File: src/pcg_pkg.sv
// Constants and carrier types for the second port block.
// Assumes a 32-bit AHB-Lite master and word-only accesses.
package pcg_pkg;
	// ****************************************
	// Register indices (byte address = index * 4)
	// ****************************************
	localparam logic [7:0] IDX_INTERRUPT_ENABLE_AND_FLAGS_LO = 8'h0B;	// Interrupt control, low bank
	localparam logic [7:0] IDX_INTERRUPT_ENABLE_AND_FLAGS_HI = 8'h8B;	// Interrupt control, mirror
	localparam logic [7:0] IDX_PORT      = 8'h06;	// Port data latch / pin view
	localparam logic [7:0] IDX_DIR       = 8'h86;	// Direction latch, 1 = input
	localparam logic [7:0] IDX_UNIT      = 8'h17;	// Unit mode and pin control
	localparam logic [7:0] IDX_EVT_STAT  = 8'h40;	// Sticky event status, W1C
	localparam logic [7:0] IDX_EVT_MASK  = 8'h41;	// Event mask
	localparam int         IDX_LSB       = 2;	// Lowest index bit in haddr
	localparam int         IDX_MSB       = 9;	// Highest index bit in haddr

	// ****************************************
	// Reset values
	// ****************************************
	localparam logic [7:0] RST_INTERRUPT_ENABLE_AND_FLAGS    = 8'h00;
	localparam logic [7:0] RST_DIR       = 8'hFF;
	localparam logic [7:0] RST_LATCH     = 8'h00;
	localparam logic [6:0] RST_UNIT      = 7'h20;
	localparam logic [2:0] RST_EVT       = 3'h0;

	// ****************************************
	// Field positions and encodings
	// ****************************************
	localparam int         EVT_W         = 3;	// Event status width
	localparam int         EVT_PORT      = 0;	// Port change event
	localparam int         EVT_EXT       = 1;	// External pin event
	localparam int         EVT_TMR       = 2;	// Timer zero overflow event
	localparam int         CHG_LO        = 4;	// Lowest change-detect pin
	localparam int         SHARED_BIT    = 3;	// Pin shared with the unit
	localparam logic [3:0] MODE_OFF      = 4'h0;
	localparam logic [1:0] CLS_CAPTURE   = 2'h1;
	localparam logic [1:0] CLS_COMPARE   = 2'h2;
	localparam logic [1:0] CLS_PWM       = 2'h3;

	// Interrupt control fields, bit 7 first
	typedef struct packed {
		logic global_irq_enable;
		logic peripheral_irq_enable;
		logic timer_zero_overflow_enable;
		logic ext_pin_irq_enable;
		logic port_change_irq_enable;
		logic timer_zero_overflow_flag;
		logic ext_pin_irq_flag;
		logic port_change_flag;
	} pcg_interrupt_enable_and_flags_t;

	// Unit control fields, bit 6 first
	typedef struct packed {
		logic       shared_pin_data_bit;
		logic       shared_pin_direction;
		logic       secondary_osc_enable;
		logic [3:0] mode;
	} pcg_unit_t;
endpackage

File: src/pcg_port.sv
// Second I/O port: interrupt control, change detect and pin overrides.
// Assumes an AHB-Lite master on sys_clk and pins synchronous to it.
`timescale 1ns/10ps
module pcg_port #(
	parameter int PORT_WIDTH = 8
) (
	input  wire logic                     sys_clk,
	input  wire logic                     rst_n,
	input  wire logic                     hsel,
	input  wire logic [31:0]              haddr,
	input  wire logic [1:0]               htrans,
	input  wire logic                     hwrite,
	input  wire logic [2:0]               hsize,
	input  wire logic [31:0]              hwdata,
	input  wire logic                     hready,
	output logic                          hreadyout,
	output logic                          hresp,
	output logic [31:0]                   hrdata,
	input  wire logic [PORT_WIDTH-1:0]    pin_in,
	output logic [PORT_WIDTH-1:0]         pin_out,
	output logic [PORT_WIDTH-1:0]         pin_oe,
	input  wire logic                     timer_zero_overflow,
	input  wire logic                     ext_pin_event,
	input  wire logic                     unit_out,
	output logic                          capture_level,
	input  wire logic                     sleep_mode,
	output logic                          wake,
	output logic                          irq_request,
	output logic                          evt_irq,
	output pcg_pkg::pcg_unit_t            unit_ctrl
);
	import pcg_pkg::*;

	// ****************************************
	// Elaboration check
	// ****************************************
	if (PORT_WIDTH != 8) begin : g_bad_width
		$error("PORT_WIDTH must be 8");
	end

	// ****************************************
	// Declarations
	// ****************************************
	pcg_interrupt_enable_and_flags_t           interrupt_enable_and_flags;		// Interrupt control register
	pcg_interrupt_enable_and_flags_t           next_interrupt_enable_and_flags;	// Its next value
	pcg_unit_t             unit;		// Unit mode and pin control
	logic [7:0]            dir;		// Direction latch, 1 = input
	logic [7:0]            latch;		// Port data latch
	logic [3:0]            ref_val;	// Reference of the upper pins
	logic [3:0]            miss;		// Per-pin mismatch
	logic                  mismatch;	// Any upper pin mismatch
	logic [7:0]            view;		// Port value seen by a read
	logic [EVT_W-1:0]      evt_stat;	// Sticky event status
	logic [EVT_W-1:0]      evt_mask;	// Event mask
	logic [EVT_W-1:0]      evt_set;	// Event pulses this cycle
	logic                  accept;	// Address phase taken
	logic                  addr_ok;	// Upper address bits are zero
	logic [7:0]            a_idx;		// Index in address phase
	logic                  wr_pend;	// Write data phase pending
	logic [7:0]            wr_idx;	// Index of pending write
	logic [7:0]            read_val;	// Read mux result
	logic                  port_rd;	// Port read in address phase
	logic                  port_wr;	// Port write in data phase
	logic                  wr_interrupt_enable_and_flags;	// Control register write
	logic                  unit_on;	// Unit mode not off
	logic [1:0]            cls;		// Unit mode class
	logic                  capture;	// Capture class selected
	logic                  unit_owns;	// Unit drives the shared pin

	// ****************************************
	// Bus slave decode
	// ****************************************
	assign hreadyout = 1'b1;	// Zero wait states
	assign hresp     = 1'b0;	// Always OKAY
	assign accept    = hsel & htrans[1] & hready;
	assign addr_ok   = (haddr[31:IDX_MSB+1] == 22'h0);
	assign a_idx     = addr_ok ? haddr[IDX_MSB:IDX_LSB] : 8'hFF;
	assign port_rd   = accept & ~hwrite & (a_idx == IDX_PORT);
	assign port_wr   = wr_pend & (wr_idx == IDX_PORT);
	assign wr_interrupt_enable_and_flags = wr_pend & ((wr_idx == IDX_INTERRUPT_ENABLE_AND_FLAGS_LO) | (wr_idx == IDX_INTERRUPT_ENABLE_AND_FLAGS_HI));
	assign unit_ctrl = unit;

	// Capture the write address phase
	always_ff @(posedge sys_clk or negedge rst_n) begin
		if (!rst_n) begin
			wr_pend <= 1'b0;
			wr_idx  <= 8'h00;
		end else begin
			wr_pend <= accept & hwrite;
			wr_idx  <= a_idx;
		end
	end

	// Read mux; unmapped reads return zero
	always_comb begin
		unique case (a_idx)
			IDX_INTERRUPT_ENABLE_AND_FLAGS_LO, IDX_INTERRUPT_ENABLE_AND_FLAGS_HI: read_val = interrupt_enable_and_flags;
			IDX_PORT:     read_val = view;
			IDX_DIR:      read_val = dir;
			IDX_UNIT:     read_val = {1'b0, pin_in[SHARED_BIT], unit[5:0]};
			IDX_EVT_STAT: read_val = {5'h00, evt_stat};
			IDX_EVT_MASK: read_val = {5'h00, evt_mask};
			default:      read_val = 8'h00;
		endcase
	end

	// Read data registered for the data phase
	always_ff @(posedge sys_clk or negedge rst_n) begin
		if (!rst_n) begin
			hrdata <= 32'h0000_0000;
		end else if (accept & ~hwrite) begin
			hrdata <= {24'h00_0000, read_val};
		end
	end

	// ****************************************
	// Interrupt control register
	// ****************************************
	// Software write first, hardware set on top so a set wins
	always_comb begin
		next_interrupt_enable_and_flags = interrupt_enable_and_flags;
		if (wr_interrupt_enable_and_flags) begin
			next_interrupt_enable_and_flags = pcg_interrupt_enable_and_flags_t'(hwdata[7:0]);
		end
		next_interrupt_enable_and_flags.timer_zero_overflow_flag |= timer_zero_overflow;
		next_interrupt_enable_and_flags.ext_pin_irq_flag |= ext_pin_event;
		next_interrupt_enable_and_flags.port_change_flag |= mismatch;
	end

	// Control register state
	always_ff @(posedge sys_clk or negedge rst_n) begin
		if (!rst_n) begin
			interrupt_enable_and_flags <= pcg_interrupt_enable_and_flags_t'(RST_INTERRUPT_ENABLE_AND_FLAGS);
		end else begin
			interrupt_enable_and_flags <= next_interrupt_enable_and_flags;
		end
	end

	// Request to the core and wake from sleep
	assign irq_request = interrupt_enable_and_flags.global_irq_enable &
		((interrupt_enable_and_flags.timer_zero_overflow_enable & interrupt_enable_and_flags.timer_zero_overflow_flag) |
		 (interrupt_enable_and_flags.ext_pin_irq_enable & interrupt_enable_and_flags.ext_pin_irq_flag) |
		 (interrupt_enable_and_flags.port_change_irq_enable & interrupt_enable_and_flags.port_change_flag));
	assign wake = sleep_mode & interrupt_enable_and_flags.port_change_irq_enable & interrupt_enable_and_flags.port_change_flag;

	// ****************************************
	// Port latches and unit control
	// ****************************************
	// Direction, data latch and unit control writes
	always_ff @(posedge sys_clk or negedge rst_n) begin
		if (!rst_n) begin
			dir   <= RST_DIR;
			latch <= RST_LATCH;
			unit  <= pcg_unit_t'(RST_UNIT);
		end else if (wr_pend) begin
			if (wr_idx == IDX_DIR) begin
				dir <= hwdata[7:0];
			end
			if (port_wr) begin
				latch <= hwdata[7:0];
			end
			if (wr_idx == IDX_UNIT) begin
				unit <= pcg_unit_t'(hwdata[6:0]);
			end
		end
	end

	// Reference refresh on any port access
	always_ff @(posedge sys_clk or negedge rst_n) begin
		if (!rst_n) begin
			ref_val <= 4'h0;
		end else if (port_rd | port_wr) begin
			ref_val <= pin_in[7:CHG_LO];
		end
	end

	// ****************************************
	// Shared pin decode
	// ****************************************
	assign cls       = unit.mode[3:2];
	assign unit_on   = (unit.mode != MODE_OFF);
	assign capture   = (cls == CLS_CAPTURE);
	assign unit_owns = unit_on & ~unit.shared_pin_direction & (cls != 2'h0);
	assign capture_level = capture ? pin_in[SHARED_BIT] : 1'b0;

	// ****************************************
	// Per-pin drive, read view and mismatch
	// ****************************************
	for (genvar i = 0; i < PORT_WIDTH; i++) begin : g_bit
		if (i == 1 || i == 2) begin : g_osc
			// Oscillator pins become inputs
			assign pin_oe[i]  = ~unit.secondary_osc_enable & ~dir[i];
			assign pin_out[i] = latch[i];
			assign view[i]    = pin_in[i];
		end else if (i == SHARED_BIT) begin : g_shared
			// Unit overrides direction and source
			assign pin_oe[i]  = unit_on ? unit_owns : ~dir[i];
			assign pin_out[i] = unit_owns ? (capture ? unit.shared_pin_data_bit : unit_out)
				: latch[i];
			assign view[i]    = !unit_on ? pin_in[i] :
				(~dir[i] ? latch[i] :
				((capture & unit.shared_pin_direction) ? 1'b0 : pin_in[i]));
		end else begin : g_plain
			// Ordinary I/O pin
			assign pin_oe[i]  = ~dir[i];
			assign pin_out[i] = latch[i];
			assign view[i]    = pin_in[i];
		end
		if (i >= CHG_LO) begin : g_chg
			// Output pins never mismatch
			assign miss[i-CHG_LO] = dir[i] & (pin_in[i] ^ ref_val[i-CHG_LO]);
		end
	end
	assign mismatch = |miss;

	// ****************************************
	// Sticky event status and mask
	// ****************************************
	assign evt_set = {timer_zero_overflow, ext_pin_event, mismatch};

	// Write one to clear; a set in the same cycle wins
	always_ff @(posedge sys_clk or negedge rst_n) begin
		if (!rst_n) begin
			evt_stat <= RST_EVT;
			evt_mask <= RST_EVT;
		end else begin
			if (wr_pend & (wr_idx == IDX_EVT_STAT)) begin
				evt_stat <= (evt_stat & ~hwdata[EVT_W-1:0]) | evt_set;
			end else begin
				evt_stat <= evt_stat | evt_set;
			end
			if (wr_pend & (wr_idx == IDX_EVT_MASK)) begin
				evt_mask <= hwdata[EVT_W-1:0];
			end
		end
	end
	assign evt_irq = |(evt_stat & evt_mask);

	// ****************************************
	// Assertions
	// ****************************************
	property p_flag_on_mismatch;
		@(posedge sys_clk) disable iff (!rst_n) mismatch |=> interrupt_enable_and_flags.port_change_flag;
	endproperty
	a_flag_on_mismatch: assert property (p_flag_on_mismatch) else $error("mismatch did not set flag");

	property p_clear_loses;
		@(posedge sys_clk) disable iff (!rst_n) (mismatch && wr_interrupt_enable_and_flags && !hwdata[0]) |=> interrupt_enable_and_flags.port_change_flag;
	endproperty
	a_clear_loses: assert property (p_clear_loses) else $error("flag cleared during mismatch");

	property p_outputs_excluded;
		@(posedge sys_clk) disable iff (!rst_n) (dir[7:CHG_LO] == 4'h0) |-> !mismatch;
	endproperty
	a_outputs_excluded: assert property (p_outputs_excluded) else $error("output pin mismatched");

	property p_ref_refresh;
		@(posedge sys_clk) disable iff (!rst_n) (port_rd || port_wr) |=> ref_val == $past(pin_in[7:CHG_LO]);
	endproperty
	a_ref_refresh: assert property (p_ref_refresh) else $error("reference not refreshed");

	property p_timer_flag;
		@(posedge sys_clk) disable iff (!rst_n) timer_zero_overflow |=> interrupt_enable_and_flags.timer_zero_overflow_flag;
	endproperty
	a_timer_flag: assert property (p_timer_flag) else $error("timer flag not set");

	property p_request;
		@(posedge sys_clk) disable iff (!rst_n)
			(interrupt_enable_and_flags.global_irq_enable && interrupt_enable_and_flags.port_change_irq_enable && interrupt_enable_and_flags.port_change_flag) |-> irq_request;
	endproperty
	a_request: assert property (p_request) else $error("missing request");

	property p_no_gie;
		@(posedge sys_clk) disable iff (!rst_n) !interrupt_enable_and_flags.global_irq_enable |-> !irq_request;
	endproperty
	a_no_gie: assert property (p_no_gie) else $error("request without global enable");

	property p_wake;
		@(posedge sys_clk) disable iff (!rst_n)
			(sleep_mode && interrupt_enable_and_flags.port_change_irq_enable && interrupt_enable_and_flags.port_change_flag) |-> wake;
	endproperty
	a_wake: assert property (p_wake) else $error("no wake");

	property p_osc_inputs;
		@(posedge sys_clk) disable iff (!rst_n) unit.secondary_osc_enable |-> (pin_oe[2:1] == 2'h0);
	endproperty
	a_osc_inputs: assert property (p_osc_inputs) else $error("oscillator pin driven");

	property p_unit_off;
		@(posedge sys_clk) disable iff (!rst_n)
			(unit.mode == MODE_OFF) |-> (pin_oe[3] == ~dir[3]) && (pin_out[3] == latch[3]);
	endproperty
	a_unit_off: assert property (p_unit_off) else $error("bit 3 not plain");

	property p_cap_read_zero;
		@(posedge sys_clk) disable iff (!rst_n) (capture && unit.shared_pin_direction && dir[3]) |-> !view[3];
	endproperty
	a_cap_read_zero: assert property (p_cap_read_zero) else $error("capture read not zero");

	property p_latch_read;
		@(posedge sys_clk) disable iff (!rst_n) (unit_on && !dir[3]) |-> (view[3] == latch[3]);
	endproperty
	a_latch_read: assert property (p_latch_read) else $error("bit 3 read not latch");

	property p_cap_drive;
		@(posedge sys_clk) disable iff (!rst_n)
			(capture && !unit.shared_pin_direction) |-> pin_oe[3] && (pin_out[3] == unit.shared_pin_data_bit);
	endproperty
	a_cap_drive: assert property (p_cap_drive) else $error("capture drive wrong");

	property p_unit_drive;
		@(posedge sys_clk) disable iff (!rst_n)
			((cls == CLS_PWM || cls == CLS_COMPARE) && !unit.shared_pin_direction) |-> pin_oe[3] && (pin_out[3] == unit_out);
	endproperty
	a_unit_drive: assert property (p_unit_drive) else $error("unit output not on pin");

	c_change: cover property (@(posedge sys_clk) disable iff (!rst_n) mismatch ##1 port_rd ##2 !mismatch);
	c_wake: cover property (@(posedge sys_clk) disable iff (!rst_n) $rose(wake));
	c_pwm: cover property (@(posedge sys_clk) disable iff (!rst_n) cls == CLS_PWM && unit_owns);
	c_evt_irq: cover property (@(posedge sys_clk) disable iff (!rst_n) $rose(evt_irq));
endmodule

File: config.mk
export PLATFORM = sky130hd
export DESIGN_NAME = pcg_port
export DESIGN_NICKNAME = d
export VERILOG_FILES = /design/src/pcg_pkg.sv /design/src/pcg_port.sv
export SDC_FILE = /design/constraint.sdc
export NUM_CORES = 1
export LEC_CHECK = 0
export BUFFER_PORTS_ARGS = -buffer_cell sky130_fd_sc_hd__buf_2
export CAP_MARGIN = 20
export CORE_ASPECT_RATIO = 1.5
export CORE_UTILIZATION = 47
export CTS_CLUSTER_SIZE = 12
export DETAILED_ROUTE_END_ITERATION = 12
export PLACE_DENSITY = 0.85
export SLEW_MARGIN = 30
export SYNTH_ARGS = -nofsm -noshare
export SYNTH_HDL_FRONTEND = slang
export SYNTH_SLANG_ARGS = --single-unit
export TNS_END_PERCENT = 100
File: constraint.sdc
create_clock -name sys_clk -period 2.4 [get_ports sys_clk]
set_clock_uncertainty 0.1 [all_clocks]
set_input_delay 0.48 -clock sys_clk [delete_from_list [all_inputs] [get_ports sys_clk]]
set_output_delay 0.48 -clock sys_clk [all_outputs]
set_load 0.02 [all_outputs]
==> flow_summary.ini <==
[status]
status = complete, no violations

[critical_path]
crit_fanout = 4
crit_path_end_kind = output port
startpoint_type = register
critical_path_class = reg -> out
worstPathArrival_ps = 1730
cp.required_ps = 1820

[power]
ir_worst_vdd_uv = 394.7
power.leakage_nw = 1.810
clockPowerShare = 0.424
switching_share = 0.2398
p_int_mw = 1.606
power_frac_comb = 0.097
power_switching_mw = 0.5067
powerDensity_nw_per_um2 = 560.2
pwr-share-seq = 0.479

[drt]
num_vias = 2552
dr.first_iter.drc_count = 81
wl_mm = 7.539
wl_per_cell_um = 16.39
via_per_inst = 5.548
drt-pass1-iter-count = 6
ant_nets = 0
drc = 0

[placement]
portBuffers = 90
place_ws_ps = 126.5
gp_congestion = 0.8595
place_area_um2 = 3562
dp_cells = 443
dp_hpwl_mm = 5.819

[sta]
tns_ps = 0
slew_violations = 0
setup_ws_ps = 90.22
setup_viol = 0
hold_viol = 0
rsz0062_at_grt = no
worst_pin_slew_ps = 633.4
slew_headroom = 0.5765
period_needed_ps = 2310
finalCritPeriodShare = 0.9624
max_freq_mhz = 432.9

[clock_network]
htreeDepth = 3
numCtsBuffers = 9
cts.repair.resized = 0
path_clk_slew_ps = 60
clock_path_buffers = 2
clk_latency_ps = 340
clock_tree.root_cell = clkbuf_8
cts.sink_count = 58
tritoncts = done

[floorplanning]
die_w_um = 68.28
core.rowCount = 35
fp.dieArea_um2 = 6924
io_pins = 147
die_h_um = 101.4
initial_utilization = 0.4945
core_area_um2 = 6262

[logic_synthesis]
synth_edf_count = 0
synth_flop_cell = dfrtp_1
async_flop_share = 1.000
yosysWarnings = 0
yosysSeqAreaShare = 0.4723
syn_inst = 281
synthDistinctLibCells = 46
yosys_register_bits = 58
syn_avg_cell_area_um2 = 11.02
synth_area_um2 = 3097

[finish]
utilization = 0.6022
diodes = 0
final_cells = 460
design_area_um2 = 3771
drive_gt1_frac = 0.4275
area_growth_pct = 21.78
fin_nets = 467

[job]
drv_cap = 0

[grt]
antenna_found_initial = 0
grt_pass1_vias = 2531
grt_usage = 0.2425
grt_first_pass_wirelength_mm = 11.86
grt_max_degree = 27
gr-total-overflow = 0

[worst_hold_path]
hold_path.class = in -> reg
metrics by stage:
step | total power [mW] | hold slack, ps
floorplan | 1.154 | 84.41
global placement | 1.229 | 310.4
detailed placement | 1.234 | 314.8
CTS | 2.127 | 245.2
global route | 2.188 | 257.0
finish | 2.113 | 255.2
critical path, stage by stage (launching register included):
cell and delay (ps):
dfrtp_1 440, or4_1 590, o22ai_1 170, buf_2 190
cells in the final DEF, fill, tap and decap left out, types with 9 or more instances in the layout:
master	synthesis	layout
buf_2	0	90
buf_4	33	10
clkbuf_8	0	11
conb_1	2	26
dfrtp_1	49	49
dfstp_2	9	9
inv_1	13	13
mux2_2	34	34
nand2_1	18	18
nor2_1	14	14
o21ai_0	9	9
cells by family (layout without fill, tap and decap cells):
kind of cell,Yosys count,after routing,synth area share
AND/OR/NAND/NOR,86,86,0.1705
other,2,26,0.002425
AO/OA/AOI/OAI,45,45,0.1127
flip-flops,58,58,0.4723
buffers and inverters,50,131,0.1006
XOR/XNOR,4,4,0.01131
multiplexers,36,36,0.1301
metal layers:
layer	global-route usage	wire length, µm	up-vias
met4	0.1667	263	0
met3	0.03153	448	23
met1	0.2634	2803	1211
met2	0.4216	4024	144
li1	-	-	1174
met5	0	0	-
final cells by class:
| class | count | area, µm² |
|---|---|---|
| Fill cell | 519 | 2491 |
| Sequential cell | 58 | 1463 |
| Multi-Input combinational cell | 197 | 1413 |
| Timing Repair Buffer | 102 | 555.5 |
| Clock buffer | 13 | 158.9 |
| Tap cell | 74 | 92.59 |
| Inverter | 13 | 48.80 |
| Clock inverter | 3 | 40.04 |
synthesized netlist by cell type, types with 2 or more instances:
| cell type | number | area share |
|---|---|---|
| nand2b_1 | 3 | 0.0061 |
| a21boi_0 | 3 | 0.0073 |
| clkbuf_1 | 4 | 0.0048 |
| nand3_1 | 3 | 0.0048 |
| nor2b_1 | 4 | 0.0081 |
| nor4_1 | 5 | 0.010 |
| nand4_1 | 5 | 0.010 |
| nor3b_1 | 4 | 0.0097 |
| a31oi_1 | 2 | 0.0040 |
| and4_1 | 2 | 0.0057 |
| a21o_1 | 3 | 0.0073 |
| buf_4 | 33 | 0.080 |
| and3_1 | 2 | 0.0040 |
| conb_1 | 2 | 0.0024 |
| a211o_1 | 2 | 0.0057 |
| o21ai_0 | 9 | 0.015 |
| dfstp_2 | 9 | 0.076 |
| o22ai_1 | 2 | 0.0040 |
| and3b_1 | 4 | 0.011 |
| nor4b_1 | 2 | 0.0057 |
| a32oi_1 | 6 | 0.017 |
| xor2_1 | 4 | 0.011 |
| or3_1 | 3 | 0.0061 |
| nor2_1 | 14 | 0.017 |
| mux2_2 | 34 | 0.12 |
| nor3_1 | 3 | 0.0048 |
| a22oi_1 | 3 | 0.0073 |
| a222oi_1 | 5 | 0.016 |
| inv_1 | 13 | 0.016 |
| or3b_2 | 2 | 0.0057 |
| or2b_1 | 5 | 0.012 |
| mux2i_1 | 2 | 0.0065 |
| nand2_1 | 18 | 0.022 |
| a22o_1 | 6 | 0.017 |
| dfrtp_1 | 49 | 0.40 |
final timing paths:
kind,from,to,slack [ps],cells past startpoint
setup / recovery,unit_ctrl[0],pin_oe[3],90,3
hold / removal,ext_pin_event,evt_stat[1],260,2
setup reg to reg,wr_idx[3],latch[2],390,5
hold reg to reg,hrdata[5],hrdata[5],380,2
max in group asynchronous,rst_n,dir[2],1080,3
min in group asynchronous,rst_n,evt_mask[2],490,2
what timing repair did:
action | 4_1_cts | 5_1_grt
hold buffers | 1 | 0
endpoints found under the hold margin | 14 | 0
setup buffers | 0 | 0
flip-flops by register name (all words and copies together), names as in the netlist:
| register | count |
|---|---|
| wr_idx | 8 |
| evt_mask | 3 |
| dir | 8 |
| evt_stat | 3 |
| hrdata | 8 |
| ref_val | 4 |
| wr_pend | 1 |
| unit_ctrl | 7 |
| interrupt_enable_and_flags | 8 |
| latch | 8 |
power groups by stage:
stage / sequential (mW) / clock, mW / combinational (mW)
2_1_floorplan: 1.02 / 0 / 0.130
3_3_place_gp: 1.03 / 0 / 0.200
3_5_place_dp: 1.03 / 0 / 0.205
4_1_cts: 1.01 / 0.908 / 0.207
5_1_grt: 1.01 / 0.944 / 0.229
6_report: 1.01 / 0.895 / 0.205
Power figures use the tool's default switching activity.
